--- src/verilog/cag_pkg.sv ---
// cag_pkg: constants and types shared by the address generator and sequencer.
// assumes a 16-bit address space and an 8-bit data path.
package cag_pkg;
   localparam logic [15:0] CAG_RESET_VEC_HI = 16'hFFFE;
   localparam logic [15:0] CAG_RESET_VEC_LO = 16'hFFFF;
   localparam logic [7:0] CAG_DIRECT_PAGE = 8'h00;
   localparam logic [15:0] CAG_POST_INC = 16'h0001;
   localparam int CAG_MASK_BIT = 3;
   localparam logic [7:0] CAG_FLAGS_RST = 8'h08;
   localparam logic [15:0] CAG_SP_RST = 16'h00FF;
   localparam logic [15:0] CAG_TRAP_VEC = 16'hFFFC;
   localparam int CAG_RESET_CYCLES = 6;
   localparam int CAG_FILL_BYTES = 3;
   localparam int CAG_SRC_SYNC_CYCLES = 4;

   typedef enum logic [3:0]
   {
      CAG_AM_DIRECT = 4'h0,
      CAG_AM_EXTENDED = 4'h1,
      CAG_AM_IX = 4'h2,
      CAG_AM_IX_POST = 4'h3,
      CAG_AM_IX_BYTE = 4'h4,
      CAG_AM_IX_BYTE_POST = 4'h5,
      CAG_AM_IX_WORD = 4'h6,
      CAG_AM_SP_BYTE = 4'h7,
      CAG_AM_SP_WORD = 4'h8
   } cag_amode_t;

   typedef enum logic [2:0]
   {
      CAG_OP_NONE = 3'h0,
      CAG_OP_TRAP = 3'h1,
      CAG_OP_WAIT = 3'h2,
      CAG_OP_STOP = 3'h3,
      CAG_OP_HALT = 3'h4,
      CAG_OP_RTI = 3'h5,
      CAG_OP_CLEAR_MASK = 3'h6
   } cag_op_t;

   typedef enum logic [2:0]
   {
      CAG_DBG_NONE = 3'h0,
      CAG_DBG_ENTER = 3'h1,
      CAG_DBG_GO = 3'h2,
      CAG_DBG_STEP = 3'h3,
      CAG_DBG_TAGGED_RESUME_CMD = 3'h4
   } cag_dbg_cmd_t;
endpackage : cag_pkg

--- src/verilog/cag_ea_unit.sv ---
// cag_ea_unit: effective address adder for all memory operand modes.
// assumes operand bytes and base registers are stable while amode is valid.
module cag_ea_unit
   import cag_pkg::*;
(
   // mode and operand bytes
   input wire cag_pkg::cag_amode_t amode,
   input wire logic [7:0] opnd_hi,
   input wire logic [7:0] opnd_lo,
   // base registers
   input wire logic [15:0] index_pair,
   input wire logic [15:0] stack_ptr,
   // results
   output logic [15:0] ea,
   output logic post_inc
);
   function automatic logic [15:0] add16(input logic [15:0] a, input logic [15:0] b);
      // sums wrap, no carry past bit 15
      add16 = 16'(a + b); // RL24
   endfunction

   always_comb
   begin
      post_inc = 1'b0;
      case (amode)
         CAG_AM_DIRECT: ea = {CAG_DIRECT_PAGE, opnd_lo}; // RL1
         CAG_AM_EXTENDED: ea = {opnd_hi, opnd_lo}; // RL2
         CAG_AM_IX: ea = index_pair; // RL3
         CAG_AM_IX_POST:
         begin
            ea = index_pair; // RL4
            post_inc = 1'b1;
         end
         CAG_AM_IX_BYTE: ea = add16(index_pair, {8'h00, opnd_lo}); // RL3
         CAG_AM_IX_BYTE_POST:
         begin
            ea = add16(index_pair, {8'h00, opnd_lo}); // RL5
            post_inc = 1'b1;
         end
         CAG_AM_IX_WORD: ea = add16(index_pair, {opnd_hi, opnd_lo}); // RL3
         CAG_AM_SP_BYTE: ea = add16(stack_ptr, {8'h00, opnd_lo}); // RL6
         CAG_AM_SP_WORD: ea = add16(stack_ptr, {opnd_hi, opnd_lo}); // RL6
         default: ea = index_pair;
      endcase
   end
endmodule // cag_ea_unit

--- src/verilog/cag_reset_ctl.sv ---
// cag_reset_ctl: merges reset sources and decides when reset has ended.
// assumes the reset pin and watchdog inputs are synchronous to sys_clk.
module cag_reset_ctl
   import cag_pkg::*;
(
   // clock and power-on reset
   input wire logic sys_clk,
   input wire logic sys_rst,
   // other sources
   input wire logic watchdog_reset,
   input wire logic ext_reset_n,
   // status
   output logic in_reset,
   output logic reset_done
);
   logic [2:0] src_cnt_reg;
   logic pending_reg;

   // source determination runs for a fixed time after any event
   always_ff @(posedge sys_clk)
   begin
      if (sys_rst || watchdog_reset || !ext_reset_n) // RL7
      begin
         src_cnt_reg <= 3'(CAG_SRC_SYNC_CYCLES);
         pending_reg <= 1'b1;
      end
      else if (src_cnt_reg != 3'h0)
         src_cnt_reg <= 3'(src_cnt_reg - 3'h1);
      else
         pending_reg <= 1'b0;
   end

   // done only after determination and with the pin released
   assign in_reset = sys_rst || watchdog_reset || !ext_reset_n || pending_reg; // RL9
   assign reset_done = pending_reg && src_cnt_reg == 3'h0 && ext_reset_n && !watchdog_reset && !sys_rst; // RL9
endmodule // cag_reset_ctl

--- src/verilog/cag_sequencer.sv ---
// cag_sequencer: operand address issue and special-operation sequencing.
// assumes decode supplies op/amode pulses at instruction boundaries and
// that memory returns read data the cycle after a read address.
// Functional notes
// RL1 - direct page: high byte zero
// RL2 - extended: two program bytes, high first
// RL3 - index pair, plus byte or word offset
// RL4 - index post-increment after fetch
// RL5 - byte offset plus index, then increment
// RL6 - stack pointer plus byte or word offset
// RL7 - reset from power-on, watchdog, pin
// RL8 - reset abandons activity immediately
// RL9 - reset ends after determination, pin released
// RL10 - six-cycle reset vector fetch and fill
// RL11 - interrupt waits for instruction end
// RL12 - vector of highest pending at start
// RL13 - push pc low, pc high, x, a, flags
// RL14 - set mask, vector hi, lo, idle, fill three
// RL15 - upper index byte never pushed
// RL16 - trap same sequence, ignores mask
// RL17 - wait clears mask, gates clocks
// RL18 - debug enter wakes wait into background
// RL19 - optional minimal clocks during stop
// RL20 - debug enable keeps oscillator, enter wakes stop
// RL21 - halt until reset or resume command
// RL22 - mask bit three blocks maskable interrupts
// RL23 - no interrupt right after mask clear
// RL24 - address sums wrap at sixteen bits
// RL25 - return pops flags, a, x, pc hi, pc lo
module cag_sequencer
   import cag_pkg::*;
#(
   parameter int NUM_IRQ = 8
)
(
   // clock and reset
   input wire logic sys_clk,
   input wire logic sys_rst,
   input wire logic watchdog_reset,
   input wire logic ext_reset_n,
   // decode side
   input wire logic instr_end,
   input wire cag_pkg::cag_op_t op_req,
   input wire cag_pkg::cag_amode_t amode,
   input wire logic operand_req,
   input wire logic [7:0] opnd_hi,
   input wire logic [7:0] opnd_lo,
   // cpu registers in
   input wire logic [15:0] index_pair,
   input wire logic [15:0] pc_next,
   input wire logic [7:0] accum,
   input wire logic [7:0] cond_flags_in,
   // interrupt sources, bit 0 highest priority
   input wire logic [NUM_IRQ-1:0] irq_pending,
   input wire logic [16*NUM_IRQ-1:0] irq_vectors,
   // debug and stop configuration
   input wire cag_pkg::cag_dbg_cmd_t dbg_cmd,
   input wire logic debug_enable_bit,
   input wire logic stop_keep_clocks,
   // memory bus
   input wire logic [7:0] mem_rdata,
   output logic [15:0] mem_addr,
   output logic [7:0] mem_wdata,
   output logic mem_rd,
   output logic mem_wr,
   // state out
   output logic [15:0] index_out,
   output logic [15:0] stack_out,
   output logic [15:0] pc_out,
   output logic pc_load,
   output logic [7:0] cond_flags,
   output logic cpu_clk_en,
   output logic osc_keep,
   output logic background_active,
   output logic seq_busy
);
   typedef enum logic [3:0]
   {
      CAG_S_RESET = 4'h0,
      CAG_S_RVEC = 4'h1,
      CAG_S_RUN = 4'h2,
      CAG_S_PUSH = 4'h3,
      CAG_S_VECHI = 4'h4,
      CAG_S_VECLO = 4'h5,
      CAG_S_IDLE = 4'h6,
      CAG_S_FILL = 4'h7,
      CAG_S_WAIT = 4'h8,
      CAG_S_STOP = 4'h9,
      CAG_S_DEBUG_HALT_INSTR = 4'hA,
      CAG_S_POP = 4'hB
   } cag_state_t;

   cag_state_t state_reg;
   logic [2:0] step_reg;
   logic [15:0] vec_reg;
   logic [15:0] ret_pc_reg;
   logic [7:0] save_x_reg;
   logic [7:0] save_a_reg;
   logic [7:0] save_f_reg;
   logic [15:0] ea;
   logic post_inc;
   logic in_reset;
   logic reset_done;
   logic mask_shadow_reg;
   logic irq_take;
   logic [15:0] irq_vec;
   logic [15:0] index_reg;
   logic [15:0] sp_reg;
   logic [7:0] flags_reg;
   logic [15:0] addr_reg;
   logic [7:0] wdata_reg;
   logic rd_reg;
   logic wr_reg;
   logic [15:0] pc_reg;
   logic pc_load_reg;
   logic clk_en_reg;
   logic osc_reg;
   logic bg_reg;
   logic busy_reg;

   function automatic logic [15:0] pick_vector(input logic [NUM_IRQ-1:0] pend,
                                               input logic [16*NUM_IRQ-1:0] vecs);
      pick_vector = 16'h0000;
      for (int i = NUM_IRQ - 1; i >= 0; i--)
         if (pend[i])
            pick_vector = vecs[16*i +: 16]; // RL12
   endfunction

   cag_ea_unit u_ea
   (
      .amode(amode),
      .opnd_hi(opnd_hi),
      .opnd_lo(opnd_lo),
      .index_pair(index_reg),
      .stack_ptr(sp_reg),
      .ea(ea),
      .post_inc(post_inc)
   );

   cag_reset_ctl u_rst
   (
      .sys_clk(sys_clk),
      .sys_rst(sys_rst),
      .watchdog_reset(watchdog_reset),
      .ext_reset_n(ext_reset_n),
      .in_reset(in_reset),
      .reset_done(reset_done)
   );

   // mask gating plus one-boundary holdoff after a mask clear
   assign irq_take = instr_end && (|irq_pending) && !flags_reg[CAG_MASK_BIT] && !mask_shadow_reg; // RL22 RL23
   assign irq_vec = pick_vector(irq_pending, irq_vectors);

   // main sequence; reset wins over everything at once
   always_ff @(posedge sys_clk)
   begin
      if (in_reset && !reset_done) // RL8
      begin
         state_reg <= CAG_S_RESET;
         step_reg <= 3'h0;
         vec_reg <= 16'h0000;
         ret_pc_reg <= 16'h0000;
         save_x_reg <= 8'h00;
         save_a_reg <= 8'h00;
         save_f_reg <= 8'h00;
      end
      else
      begin
         case (state_reg)
            CAG_S_RESET:
               if (reset_done)
               begin
                  state_reg <= CAG_S_RVEC; // RL10
                  step_reg <= 3'h0;
               end
            CAG_S_RVEC:
            begin
               step_reg <= 3'(step_reg + 3'h1);
               // read data trails its strobe by one cycle
               if (step_reg == 3'h2)
                  vec_reg[15:8] <= mem_rdata;
               if (step_reg == 3'h3)
                  vec_reg[7:0] <= mem_rdata;
               if (step_reg == 3'(CAG_RESET_CYCLES - 1))
                  state_reg <= CAG_S_RUN;
            end
            CAG_S_RUN:
               if (op_req == CAG_OP_TRAP || irq_take) // RL11 RL16
               begin
                  state_reg <= CAG_S_PUSH;
                  step_reg <= 3'h0;
                  vec_reg <= (op_req == CAG_OP_TRAP) ? CAG_TRAP_VEC : irq_vec; // RL12
                  ret_pc_reg <= pc_next; // RL11
                  save_x_reg <= index_reg[7:0]; // RL15
                  save_a_reg <= accum;
                  save_f_reg <= flags_reg;
               end
               else if (op_req == CAG_OP_RTI)
               begin
                  state_reg <= CAG_S_POP; // RL25
                  step_reg <= 3'h0;
               end
               else if (op_req == CAG_OP_WAIT)
                  state_reg <= CAG_S_WAIT; // RL17
               else if (op_req == CAG_OP_STOP)
                  state_reg <= CAG_S_STOP;
               else if (op_req == CAG_OP_HALT)
                  state_reg <= CAG_S_DEBUG_HALT_INSTR; // RL21
            CAG_S_PUSH:
            begin
               step_reg <= 3'(step_reg + 3'h1);
               if (step_reg == 3'h4)
                  state_reg <= CAG_S_VECHI; // RL13
            end
            CAG_S_VECHI: state_reg <= CAG_S_VECLO; // RL14
            CAG_S_VECLO: state_reg <= CAG_S_IDLE;
            CAG_S_IDLE:
            begin
               vec_reg[15:8] <= mem_rdata;
               state_reg <= CAG_S_FILL;
               step_reg <= 3'h0;
            end
            CAG_S_FILL:
            begin
               step_reg <= 3'(step_reg + 3'h1);
               if (step_reg == 3'h0)
                  vec_reg[7:0] <= mem_rdata;
               if (step_reg == 3'(CAG_FILL_BYTES - 1))
                  state_reg <= CAG_S_RUN; // RL14
            end
            CAG_S_POP:
            begin
               step_reg <= 3'(step_reg + 3'h1);
               // last popped byte lands two cycles after its read
               if (step_reg == 3'h6)
                  state_reg <= CAG_S_RUN;
            end
            CAG_S_WAIT:
               if (dbg_cmd == CAG_DBG_ENTER)
                  state_reg <= CAG_S_DEBUG_HALT_INSTR; // RL18
               else if (|irq_pending)
                  state_reg <= CAG_S_RUN; // RL17
            CAG_S_STOP:
               if (dbg_cmd == CAG_DBG_ENTER && debug_enable_bit)
                  state_reg <= CAG_S_DEBUG_HALT_INSTR; // RL20
               else if (stop_keep_clocks && (|irq_pending))
                  state_reg <= CAG_S_RUN; // RL19
            CAG_S_DEBUG_HALT_INSTR:
               if (dbg_cmd == CAG_DBG_GO || dbg_cmd == CAG_DBG_STEP || dbg_cmd == CAG_DBG_TAGGED_RESUME_CMD)
                  state_reg <= CAG_S_RUN; // RL21
            default: state_reg <= CAG_S_RESET;
         endcase
      end
   end

   // memory bus drive per state
   always_ff @(posedge sys_clk)
   begin
      rd_reg <= 1'b0;
      wr_reg <= 1'b0;
      wdata_reg <= 8'h00;
      if (in_reset)
         addr_reg <= 16'h0000;
      else
         case (state_reg)
            CAG_S_RVEC:
               if (step_reg == 3'h0 || step_reg == 3'h1)
               begin
                  addr_reg <= (step_reg == 3'h0) ? CAG_RESET_VEC_HI : CAG_RESET_VEC_LO; // RL10
                  rd_reg <= 1'b1;
               end
               else if (step_reg == 3'h3)
               begin
                  // low vector byte is on the bus now, not yet in vec_reg
                  addr_reg <= {vec_reg[15:8], mem_rdata}; // RL10
                  rd_reg <= 1'b1;
               end
               else if (step_reg > 3'h3)
               begin
                  addr_reg <= 16'(vec_reg + 16'(step_reg - 3'h3)); // RL10
                  rd_reg <= 1'b1;
               end
            CAG_S_RUN:
               if (operand_req)
               begin
                  addr_reg <= ea; // RL1 RL2 RL3 RL6
                  rd_reg <= 1'b1;
               end
            CAG_S_PUSH:
            begin
               addr_reg <= 16'(sp_reg);
               wr_reg <= 1'b1;
               case (step_reg)
                  3'h0: wdata_reg <= ret_pc_reg[7:0]; // RL13
                  3'h1: wdata_reg <= ret_pc_reg[15:8];
                  3'h2: wdata_reg <= save_x_reg;
                  3'h3: wdata_reg <= save_a_reg;
                  default: wdata_reg <= save_f_reg;
               endcase
            end
            CAG_S_VECHI:
            begin
               addr_reg <= vec_reg; // RL14
               rd_reg <= 1'b1;
            end
            CAG_S_VECLO:
            begin
               addr_reg <= 16'(vec_reg + 16'h0001);
               rd_reg <= 1'b1;
            end
            CAG_S_FILL:
            begin
               if (step_reg == 3'h0)
                  addr_reg <= {vec_reg[15:8], mem_rdata}; // RL14
               else
                  addr_reg <= 16'(vec_reg + 16'(step_reg)); // RL14
               rd_reg <= 1'b1;
            end
            CAG_S_POP:
               if (step_reg < 3'h5)
               begin
                  addr_reg <= 16'(sp_reg + 16'h0001); // RL25
                  rd_reg <= 1'b1;
               end
            default: addr_reg <= addr_reg;
         endcase
   end

   // stack pointer: push decrements, pop pre-increments, wraps
   always_ff @(posedge sys_clk)
   begin
      if (in_reset)
         sp_reg <= CAG_SP_RST;
      else if (state_reg == CAG_S_PUSH)
         sp_reg <= 16'(sp_reg - 16'h0001); // RL24
      else if (state_reg == CAG_S_POP && step_reg < 3'h5)
         sp_reg <= 16'(sp_reg + 16'h0001); // RL24
   end

   // index pair: load from core, post-increment after operand fetch
   always_ff @(posedge sys_clk)
   begin
      if (in_reset)
         index_reg <= 16'h0000;
      else if (state_reg == CAG_S_RUN && operand_req && post_inc)
         index_reg <= 16'(index_pair + CAG_POST_INC); // RL4 RL5 RL24
      else if (state_reg == CAG_S_POP && step_reg == 3'h4)
         index_reg <= {index_pair[15:8], mem_rdata}; // RL15
      else if (state_reg == CAG_S_RUN)
         index_reg <= index_pair;
   end

   // condition flags, mask bit and post-clear holdoff
   always_ff @(posedge sys_clk)
   begin
      if (in_reset)
      begin
         flags_reg <= CAG_FLAGS_RST;
         mask_shadow_reg <= 1'b0;
      end
      else
      begin
         if (instr_end)
            mask_shadow_reg <= (op_req == CAG_OP_CLEAR_MASK); // RL23
         if (state_reg == CAG_S_VECHI)
            flags_reg[CAG_MASK_BIT] <= 1'b1; // RL14
         else if (state_reg == CAG_S_RUN && op_req == CAG_OP_WAIT)
            flags_reg[CAG_MASK_BIT] <= 1'b0; // RL17
         else if (state_reg == CAG_S_POP && step_reg == 3'h2)
            flags_reg <= mem_rdata; // RL25
         else if (state_reg == CAG_S_RUN)
            flags_reg <= cond_flags_in;
      end
   end

   // pc reload from popped bytes or fetched vector
   always_ff @(posedge sys_clk)
   begin
      pc_load_reg <= 1'b0;
      if (in_reset)
         pc_reg <= 16'h0000;
      else if (state_reg == CAG_S_POP && step_reg == 3'h5)
         pc_reg[15:8] <= mem_rdata;
      else if (state_reg == CAG_S_POP && step_reg == 3'h6)
      begin
         pc_reg[7:0] <= mem_rdata; // RL25
         pc_load_reg <= 1'b1;
      end
      else if ((state_reg == CAG_S_FILL && step_reg == 3'h1) || (state_reg == CAG_S_RVEC && step_reg == 3'h4))
      begin
         pc_reg <= vec_reg;
         pc_load_reg <= 1'b1;
      end
   end

   // clock gating and background status
   always_ff @(posedge sys_clk)
   begin
      if (in_reset)
      begin
         clk_en_reg <= 1'b1;
         osc_reg <= 1'b1;
         bg_reg <= 1'b0;
         busy_reg <= 1'b1;
      end
      else
      begin
         clk_en_reg <= !(state_reg == CAG_S_WAIT || state_reg == CAG_S_STOP); // RL17
         // oscillator survives stop only when debug or keep-alive asks
         osc_reg <= (state_reg != CAG_S_STOP) || debug_enable_bit || stop_keep_clocks; // RL19 RL20
         bg_reg <= (state_reg == CAG_S_DEBUG_HALT_INSTR); // RL21
         busy_reg <= (state_reg != CAG_S_RUN);
      end
   end

   assign mem_addr = addr_reg;
   assign mem_wdata = wdata_reg;
   assign mem_rd = rd_reg;
   assign mem_wr = wr_reg;
   assign index_out = index_reg;
   assign stack_out = sp_reg;
   assign pc_out = pc_reg;
   assign pc_load = pc_load_reg;
   assign cond_flags = flags_reg;
   assign cpu_clk_en = clk_en_reg;
   assign osc_keep = osc_reg;
   assign background_active = bg_reg;
   assign seq_busy = busy_reg;
endmodule // cag_sequencer

--- config.mk ---
export PLATFORM = sky130hd
export DESIGN_NAME = cag_sequencer
export DESIGN_NICKNAME = d
export VERILOG_FILES = /design/src/verilog/cag_pkg.sv /design/src/verilog/cag_ea_unit.sv /design/src/verilog/cag_reset_ctl.sv /design/src/verilog/cag_sequencer.sv
export SDC_FILE = /design/constraint.sdc
export NUM_CORES = 1
export LEC_CHECK = 0
export ABC_AREA = 1
export BUFFER_PORTS_ARGS = -buffer_cell sky130_fd_sc_hd__buf_2
export CAP_MARGIN = 20
export CORE_UTILIZATION = 60
export DETAILED_ROUTE_END_ITERATION = 6
export GPL_TIMING_DRIVEN = 0
export PLACE_DENSITY = 0.9
export SLEW_MARGIN = 20
export SYNTH_ARGS = -nofsm -noshare
export SYNTH_HDL_FRONTEND = slang
export SYNTH_HIERARCHICAL = 1
export SYNTH_SLANG_ARGS = --single-unit
export TNS_END_PERCENT = 20
--- constraint.sdc ---
create_clock -name sys_clk -period 8 [get_ports sys_clk]
set_clock_uncertainty 0.05 [all_clocks]
set_input_delay 0.8 -clock sys_clk [delete_from_list [all_inputs] [get_ports sys_clk]]
set_output_delay 0.8 -clock sys_clk [all_outputs]
set_load 0.02 [all_outputs]
== Word level (Yosys, flattened, before mapping) ==
Index checks and enable logic that the tools add are counted.
W data, S select, Z words.

* Flip-flop bits (word level): 155
* Bits of input ports: 226
* Output and inout port bits: 87
* Logic and storage cells: 236

* Add/subtract/negate cells: 13
* Magnitude comparators: 2
* Equal/unequal tests: 54
* Mux-type cells: 67
* Bitwise gates (word level): 4
* Reductions and logical operators: 70

{| class="wikitable"
|+ Operator list
! operator !! count
|-
| $mux W16 || 22
|-
| $pmux W16 S7 || 1
|-
| $pmux W16 S6 || 1
|-
| $mux W8 || 8
|-
| $mux W4 || 15
|-
| $add A16 B1 Y16 const B || 3
|-
| $add A16 B16 Y16 || 3
|-
| $pmux W4 S12 || 1
|-
| $pmux W8 S3 || 2
|-
| $add A16 B8 Y16 || 2
|-
| $eq A4 B3 Y1 const B || 8
|-
| $pmux W8 S4 || 1
|-
| $ne A2 B2 Y1 const B || 11
|-
| $eq A3 B3 Y1 const B || 7
|-
| $eq A4 B4 Y1 const B || 5
|-
| $logic_and A1 B1 Y1 || 20
|-
| $eq A3 B2 Y1 const B || 6
|-
| $add A16 B3 Y16 || 1
|-
| $sub A16 B1 Y16 const B || 1
|-
| $reduce_bool A3 Y1 || 5
|-
| $eq A4 B2 Y1 const B || 3
|-
| $pmux W3 S4 || 1
|-
| $logic_or A1 B1 Y1 || 11
|-
| $mux W1 || 11
|-
| 29 further kinds || 61
|}

== Longest topological paths before layout ==
Gate-level depths: netlist of the first run.

* Word-level depth: 11
* Depth in mapped cells: 26
* Depth with buffers taken out: 24

== By module ==
The synthesis of the first run kept the hierarchy.

{| class="wikitable"
|+ Modules (own cells, without submodules)
! module !! instances !! cells each !! area an instance (µm²) !! sequential area each (µm²)
|-
| cag_sequencer || 1 || 1844 || 11454.7 || 3022.9
|-
| cag_ea_unit || 1 || 444 || 2317.2 || 0.0
|-
| cag_reset_ctl || 1 || 29 || 210.2 || 80.1
|}

== Least setup slack after synthesis of the first run ==
No wires, ideal clock.

* Kind: input port to flip-flop
* Start point: in amode[1]
* End point: reg addr_reg[12] (netlist: mem_addr[12])
* Library setup time: 132 ps
* Arrival time: 3409 ps
* Data required time: 7818 ps
* Setup slack: 4408 ps
* Stages: 26
* Buffers on the path: 2
* Path through: nand2_2 > inv_2 > nand2_4 > buf_6 > clkbuf_1 > nand2_1 > o21ai_0 > ha_1 > inv_1 > fa_1 > inv_1 > nand3_1 > nand2_1 > nand2_1 > o211ai_1 > nand2_1 > inv_1 > nand3_1 > nand3_1 > nand4_1 > nand2_1 > o21ai_0 > nor3_1 > nand4_1 > nand3_1 > a21oi_1

* Cells in the longest elaborated chain, start to end: 5
* Elaborated cells between the ends (all ways): 11
* Those cells by class: 6 x eq/ne; 3 x mux; 2 x reduce/logical

{| class="wikitable"
|+ RTL lines
! what !! RTL line !! source
|-
| start: declaration || cag_sequencer.sv:44 || <nowiki>input wire cag_pkg::cag_amode_t amode,</nowiki>
|-
| $eq A4 B3 Y1 || cag_ea_unit.sv:25 || <nowiki>case (amode)</nowiki>
|-
| $reduce_or A2 Y1 (no source line) || - ||
|-
| $pmux W16 S6 * || cag_ea_unit.sv:25 ||
|-
| named net ea[12] || cag_sequencer.sv:100 || <nowiki>logic [15:0] ea;</nowiki>
|-
| $mux W16 * || cag_sequencer.sv:284 || <nowiki>if (operand_req)</nowiki>
|-
| $pmux W16 S7 * || cag_sequencer.sv:265 || <nowiki>case (state_reg)</nowiki>
|-
| end signal: assignment || cag_sequencer.sv:269 || <nowiki>addr_reg <= (step_reg == 3'h0) ? CAG_RESET_VEC_HI : CAG_RESET_VEC_LO;</nowiki>
|-
| end signal: assignment || cag_sequencer.sv:275 || <nowiki>addr_reg <= {vec_reg[15:8], mem_rdata};</nowiki>
|-
| end signal: assignment || cag_sequencer.sv:291 || <nowiki>addr_reg <= 16'(sp_reg);</nowiki>
|-
| end: declaration || cag_sequencer.sv:110 || <nowiki>logic [15:0] addr_reg;</nowiki>
|}

Mark *: on every way through the listed nets, which the timed path passes. The rest lies on a longest branch. The select of a mux whose other input is x is not followed.
A chain may end at the register's enable or synchronous reset.

== Final worst setup path of the first run ==
* Start point: in amode[0]
* End point: reg addr_reg[14] (netlist: mem_addr[14])

Same word-level chain as after synthesis.

==> results of run 1 <==
==> layout make-up <==
| class | count | area, um2 |
|---|---|---|
| inverters | 239 | 908 |
| fillers | 1988 | 6230 |
| clock inverters | 15 | 194 |
| well taps | 313 | 392 |
| clock buffers | 17 | 425 |
| diodes | 2 | 5.00 |
| flip-flops and latches | 155 | 3100 |
| multi-input cells | 1830 | 9490 |
| repair buffers | 308 | 1540 |
| plain buffers | 93 | 483 |
==> cells in the final DEF, fill, tap and decap left out, types with 34 or more instances in the layout <==
master      n
buf_2     346
dfxtp_1   155
nand3_1   208
clkbuf_1   34
o21ai_0   160
nor2_1    168
a21oi_1   192
nand2_1   675
ha_1       57
nand4_1    47
inv_1     209
==> routing by layer <==
| metal | wire, um | up-vias | track usage (%) |
|---|---|---|---|
| met3 | 6680 | 344 | 11.0 |
| met4 | 4630 | 0 | 34.2 |
| met2 | 25700 | 1304 | 76.8 |
| li1 | - | 8424 | - |
| met1 | 20700 | 8212 | 54.8 |
| met5 | 0 | - | 0 |
==> Yosys cell counts, types with 5 or more instances <==
library cell  number  area [um2]
nor2_4            15         169
ha_1              57         713
o21bai_1          14         105
clkbuf_1          34         128
nor3_1            27         135
a21oi_1          193         966
a22oi_1           12        90.1
or2_2             15        93.8
o2111ai_1          9        78.8
o21a_1            11        82.6
nand2_4            8        90.1
inv_2             22        82.6
a31oi_1           21         131
inv_1            209         785
nand2_1          675        2530
nand2_2           19         119
a211oi_1          11        82.6
xor2_1            23         201
nand3b_1           6        45.0
o21ai_1           29         145
nand4_1           47         294
dfxtp_1          155        3100
o211ai_1          25         188
buf_4             15         113
nor2_1           168         631
o21ai_2            5        43.8
nor3_2             5        50.1
nand3_1          208        1040
nor2_2             9        56.3
buf_2             38         190
o21ai_0          160         801
a21boi_0           6        45.0
==> kinds of logic after synthesis <==
family,Yosys count,synth area share (%)
buffers and inverters,332,9.95
AND/OR/NAND/NOR,1218,39.0
adder cells (fa/ha/maj),61,5.67
multiplexers,2,0.143
flip-flops,155,22.2
XOR/XNOR,27,1.69
AO/OA/AOI/OAI,522,21.3
==> path summary, 6_finish.rpt <==
kind / slack, ns / endpoint / cells past startpoint
setup / recovery: 3.49 / mem_addr[14]$_SDFFE_PP0P_ / 27
hold / removal: 0.41 / u_rst/pending_reg$_SDFFE_PP1N_ / 2
setup reg to reg: 4.21 / mem_addr[14]$_SDFFE_PP0P_ / 21
hold reg to reg: 0.41 / u_rst/pending_reg$_SDFFE_PP1N_ / 2
==> report_power, final <==
group / total [uW] / internal [uW] / switching (uW)
registers: 772 / 771 / 0.445
logic: 235 / 91.2 / 144
clock network: 869 / 429 / 440
total: 1880 / 1290 / 584
==> per-stage QoR <==
stage / util [%] / instances / total power [uW] / setup WS [ns] / instance area (um2)
after floorplan: - / 2317 / 908 / 4.41 / 14000
after global placement: 69.9 / 2938 / 1010 / 3.30 / 15900
after detailed placement: 69.9 / 2938 / 1020 / 3.26 / 15900
after CTS: 72.6 / 2970 / 1860 / 3.71 / 16500
after global routing: 72.6 / 2972 / 1920 / 3.14 / 16500
final: 72.6 / 2972 / 1880 / 3.49 / 16500
==> worst max-delay path: cells and delay by family <==
kind                       cells  cell delay [ns]
adders and majority gates      2             0.57
and+or+nand+nor               14             2.02
AOI/OAI and AO/OA              4             0.41
buffers and inverters          7             0.99
==> results.py, run 1 <==
metrics = {
    "yosys": {
        "synth-warning-count": 6,
        "synthFlopType": "dfxtp_1",
        "synthesis.nets": 2604,
        "ys_seq_elements": 155,
        "synth_edf_count": 0,
        "syn_area_mm2": 0.0140,
        "ys_seq_area_share_pct": 22.2,
        "postSynth.asyncResetShare_pct": 0,
        "syn_area_per_cell_um2": 6.03,
        "synth.distinct_cells": 62,
        "synth_cells": 2317,
    },
    "setup_path": {
        "crit_fanout": 10,
        "end_kind": "flop",
        "cp-startpoint": "amode[0]",
        "cpMostUsedCell": "nand2_1",
        "crit_required_ns": 8.28,
        "arrival_ns": 4.80,
        "crit_type": "input pin to flop",
        "critPathSlowestCell": "fa_1",
        "timing.rr.start": "stack_out[0]$_SDFFE_PP1P_",
        "setup.worst_path.start_class": "input pin",
        "slowest_delay_ns": 0.36,
    },
    "floorplan": {
        "initial_core_util_pct": 61.4,
        "fp.coreArea_mm2": 0.0228,
        "die_area_mm2": 0.0239,
        "ios": 313,
        "num_rows": 55,
        "die_y_um": 155,
        "fp.dieW_um": 155,
    },
    "route": {
        "wl_per_cell_um": 19.4,
        "drtIter0Drc": 2270,
        "final_antenna_net_count": 0,
        "viasPerCell": 6.15,
        "firstDrtPassIters": 7,
        "drt_wl_total_um": 57700,
        "vias": 18300,
        "drc_errors": 4,
    },
    "layout": {
        "drive_gt1_share_pct": 19.5,
        "syn_to_final_growth_pct": 18.3,
        "nNetsFinal": 2931,
    },
    "clock_tree": {
        "post-cts-setup-buffers": 0,
        "cts.sinks": 155,
        "cts_max_path_buffers": 2,
        "hold_buffers": 0,
        "cts_made_buffers": 17,
        "cts_tree": "yes",
        "cts.clk_slew.worst_paths_ns": 0.08,
        "root_buffer": "clkbuf_16",
        "cts_resized": 0,
        "clock_latency_ns": 0.45,
        "htreeDepth": 4,
    },
    "global_route": {
        "gr-total-overflow": 0,
        "grt_pass1_vias": 16900,
        "grt_antenna_before_repair": 2,
        "grt_usage_pct": 47.3,
        "grt_pass1_wl_um": 88500,
        "grt_max_degree": 20,
    },
    "hold_path": {
        "hold_class": "flop to flop",
        "min_from": "u_rst/pending_reg$_SDFFE_PP1N_",
    },
    "sta": {
        "fin_tns_setup_ns": 0,
        "max_freq_mhz": 222,
        "fin_crit_ns": 4.51,
        "tightest_slew_ns": 0.914,
        "slew_viol_final": 0,
        "whs_ns": 0.413,
        "setup_violations": 0,
        "finalCritPeriodShare_pct": 56.4,
        "rsz0062_at_grt": "false",
        "hold_viol": 0,
        "relSlewSlack_pct": 39.0,
    },
    "job": {
        "cap_violations": 0,
    },
    "power": {
        "irDropWorstVdd_mv": 0.103,
        "cellPowerDensity_mw_per_mm2": 113,
        "leakage_uw": 0.00795,
    },
    "placement": {
        "place_congestion": 1.12,
        "hpwlAfterDp_um": 45800,
        "io_buffers": 308,
    },
    "status": {
        "violations": "DRC",
        "status": "finished, violations left",
    },
}
Note: power is estimated with default switching activity, not from simulation.
==> run 2: changes to the inputs <==
- CORE_UTILIZATION: 60 -> 56
- PLACE_DENSITY: 0.9 -> 0.85
- clock period: 8 -> 4.3 ns (I/O delays scaled with it)
==> run 2 against run 1 <==
  * The flow still finishes with violations (DRC)
  * Sequential power rose by 87%
  * Combinational power rose by 86%
  * Final area up 0.15%
==> results.py, run 2 (synthesized netlist as in run 1, its figures left out) <==
metrics = {
    "status": {
        "status": "finished, violations left",
        "violations": "DRC",
    },
    "layout": {
        "syn_to_final_growth_pct": 18.5,
        "final_area_mm2": 0.0166,
        "multi_input_area_mm2": 0.00949,
        "layout_commonest_cell": "nand2_1",
        "regArea_mm2": 0.00310,
        "n_fill_cell": 2272,
        "drive_gt1_share_pct": 19.6,
        "nNetsFinal": 2931,
        "mostFrequentLayoutCells": "675 x nand2_1, 346 x buf_2, 209 x inv_1, 208 x nand3_1, 192 x a21oi_1",
    },
    "floorplan": {
        "die_y_um": 160,
        "ios": 313,
        "initial_core_util_pct": 57.3,
        "die_area_mm2": 0.0256,
        "fp.dieW_um": 160,
        "fp.coreArea_mm2": 0.0244,
        "num_rows": 57,
    },
    "setup_path": {
        "cp_cell_sequence": "buf_2 > inv_1 > nand3_1 > buf_2 > clkbuf_2 > nand2_1 > o21ai_0 > ha_1 > inv_1 > fa_1 > inv_1 > nand3_1 > nand2_1 > nand4_1 > nand3_1 > a21boi_0 > o21ai_0 > nand4_1 > nand2_1 > o21ai_0 > nor3_1 > nand4_1 > nand3_1 > a21oi_1",
        "arrival_ns": 4.26,
        "ff2ff_setup_slack_ns": 0.35,
        "timing.rr.start": "stack_out[0]$_SDFFE_PP1P_",
        "crit_required_ns": 4.55,
        "r2r-end": "mem_addr[12]$_SDFFE_PP0P_",
        "setup.worst_path.start_class": "input pin",
        "r2r_cells": 21,
        "critPathSlowestCell": "fa_1",
        "end_kind": "flop",
        "slowest_delay_ns": 0.37,
        "crit_type": "input pin to flop",
        "cpMostUsedCell": "nand3_1",
        "crit_fanout": 10,
    },
    "hold_path": {
        "hold_class": "input pin to flop",
        "holdPathEnd": "osc_keep$_SDFF_PP1_",
        "min_from": "stop_keep_clocks",
        "hold_path_depth": 3,
    },
    "sta": {
        "max_freq_mhz": 249,
        "finalCritPeriodShare_pct": 93.3,
        "setup_violations": 0,
        "slew_viol_final": 0,
        "fin_crit_ns": 4.01,
        "rsz0062_at_grt": "false",
        "fin_tns_setup_ns": 0,
        "relSlewSlack_pct": 31.0,
        "hold_viol": 0,
        "tightest_slew_ns": 1.03,
        "fin_ws_ns": 0.290,
    },
    "route": {
        "viasPerCell": 6.09,
        "wl_per_cell_um": 19.8,
        "final_antenna_net_count": 0,
        "drt_wl_total_um": 59000,
        "vias": 18200,
        "drtIter0Drc": 2406,
        "firstDrtPassIters": 7,
        "drc_errors": 1,
    },
    "power": {
        "cellPowerDensity_mw_per_mm2": 213,
        "combPwrFrac_pct": 12.4,
        "p_int_uw": 2450,
        "clockPowerShare_pct": 46.8,
        "swShare_pct": 30.3,
        "switchingPower_uw": 1070,
        "p_seq_share_pct": 40.8,
        "irDropWorstVdd_mv": 0.201,
        "leakage_uw": 0.00796,
    },
    "global_route": {
        "gr-total-overflow": 0,
        "grt_max_degree": 19,
        "grt_pass1_wl_um": 90400,
        "grt_pass1_vias": 16900,
        "grt_antenna_before_repair": 1,
        "grt_usage_pct": 44.9,
    },
    "job": {
        "cap_violations": 0,
    },
    "clock_tree": {
        "cts_made_buffers": 17,
        "cts.sinks": 155,
        "cts_tree": "yes",
        "clock_latency_ns": 0.45,
        "hold_buffers": 0,
        "htreeDepth": 4,
        "cts_max_path_buffers": 2,
        "cts.clk_slew.worst_paths_ns": 0.08,
        "root_buffer": "clkbuf_16",
    },
    "placement": {
        "preCtsSetupSlack_ns": -0.222,
        "io_buffers": 308,
        "place_area_mm2": 0.0159,
        "place_congestion": 1.09,
        "hpwlAfterDp_um": 47100,
    },
}
[run 2: power by group through the flow]
stage / registers, uW / logic (uW) / clock network, uW
2_1_floorplan: 1470 / 220 / 0
4_1_cts: 1440 / 423 / 1630
6_report: 1440 / 438 / 1650
5_1_grt: 1440 / 477 / 1680
3_3_place_gp: 1470 / 413 / 0
3_5_place_dp: 1470 / 420 / 0
[run 2: repair_timing]
action	4_1_cts	5_1_grt
resized for setup	0	4
endpoints found under the setup margin	0	3
buffers inserted	0	1
[run 2: area by class of cell]
| cell class | instances | share of cell area (%) |
|---|---|---|
| diodes | 1 | 0.0151 |
| multi-input cells | 1830 | 57.3 |
| plain buffers | 92 | 2.91 |
| clock buffers | 17 | 2.57 |
| flip-flops and latches | 155 | 18.7 |
| well taps | 324 | 2.45 |
| clock inverters | 15 | 1.22 |
| repair buffers | 309 | 9.35 |
| inverters | 239 | 5.48 |
[run 2: routing by layer]
metal,global-route usage [%],vias to the layer above,wire length (um)
li1,-,8411,-
met1,53.8,8199,22100
met2,73.1,1259,26500
met3,8.60,304,6270
met4,29.7,2,4090
met5,0,-,11
[run 2: stage by stage]
stage | total power, uW | hold slack [ns] | instances | utilization, %
global route | 3600 | 0.179 | 2981 | 67.9
detailed placement | 1890 | 0.398 | 2949 | 65.3
finish | 3520 | 0.144 | 2982 | 67.9
global placement | 1880 | 0.385 | 2949 | 65.3
CTS | 3480 | 0.148 | 2981 | 67.9
floorplan | 1690 | 0.376 | 2317 | -
[run 2: worst max path at each step]
stage,from,to,slack (ns),cells after the start
3_3_place_gp,amode[3],mem_addr[12]$_SDFFE_PP0P_,-0.21,25
5_1_grt,amode[1],mem_addr[12]$_SDFFE_PP0P_,0.03,23
2_1_floorplan,amode[1],mem_addr[12]$_SDFFE_PP0P_,1.08,26
3_5_place_dp,amode[2],mem_addr[12]$_SDFFE_PP0P_,-0.22,26
6_report,amode[0],mem_addr[12]$_SDFFE_PP0P_,0.29,24
4_1_cts,amode[2],mem_addr[12]$_SDFFE_PP0P_,0.21,26
[run 2: worst max-delay path, delay by kind of cell]
kind / cells / cell delay (ns)
AO/OA/AOI/OAI: 5 / 0.46
adder cells (fa/ha/maj): 2 / 0.57
buffers and inverters: 6 / 0.89
AND/OR/NAND/NOR: 11 / 1.89
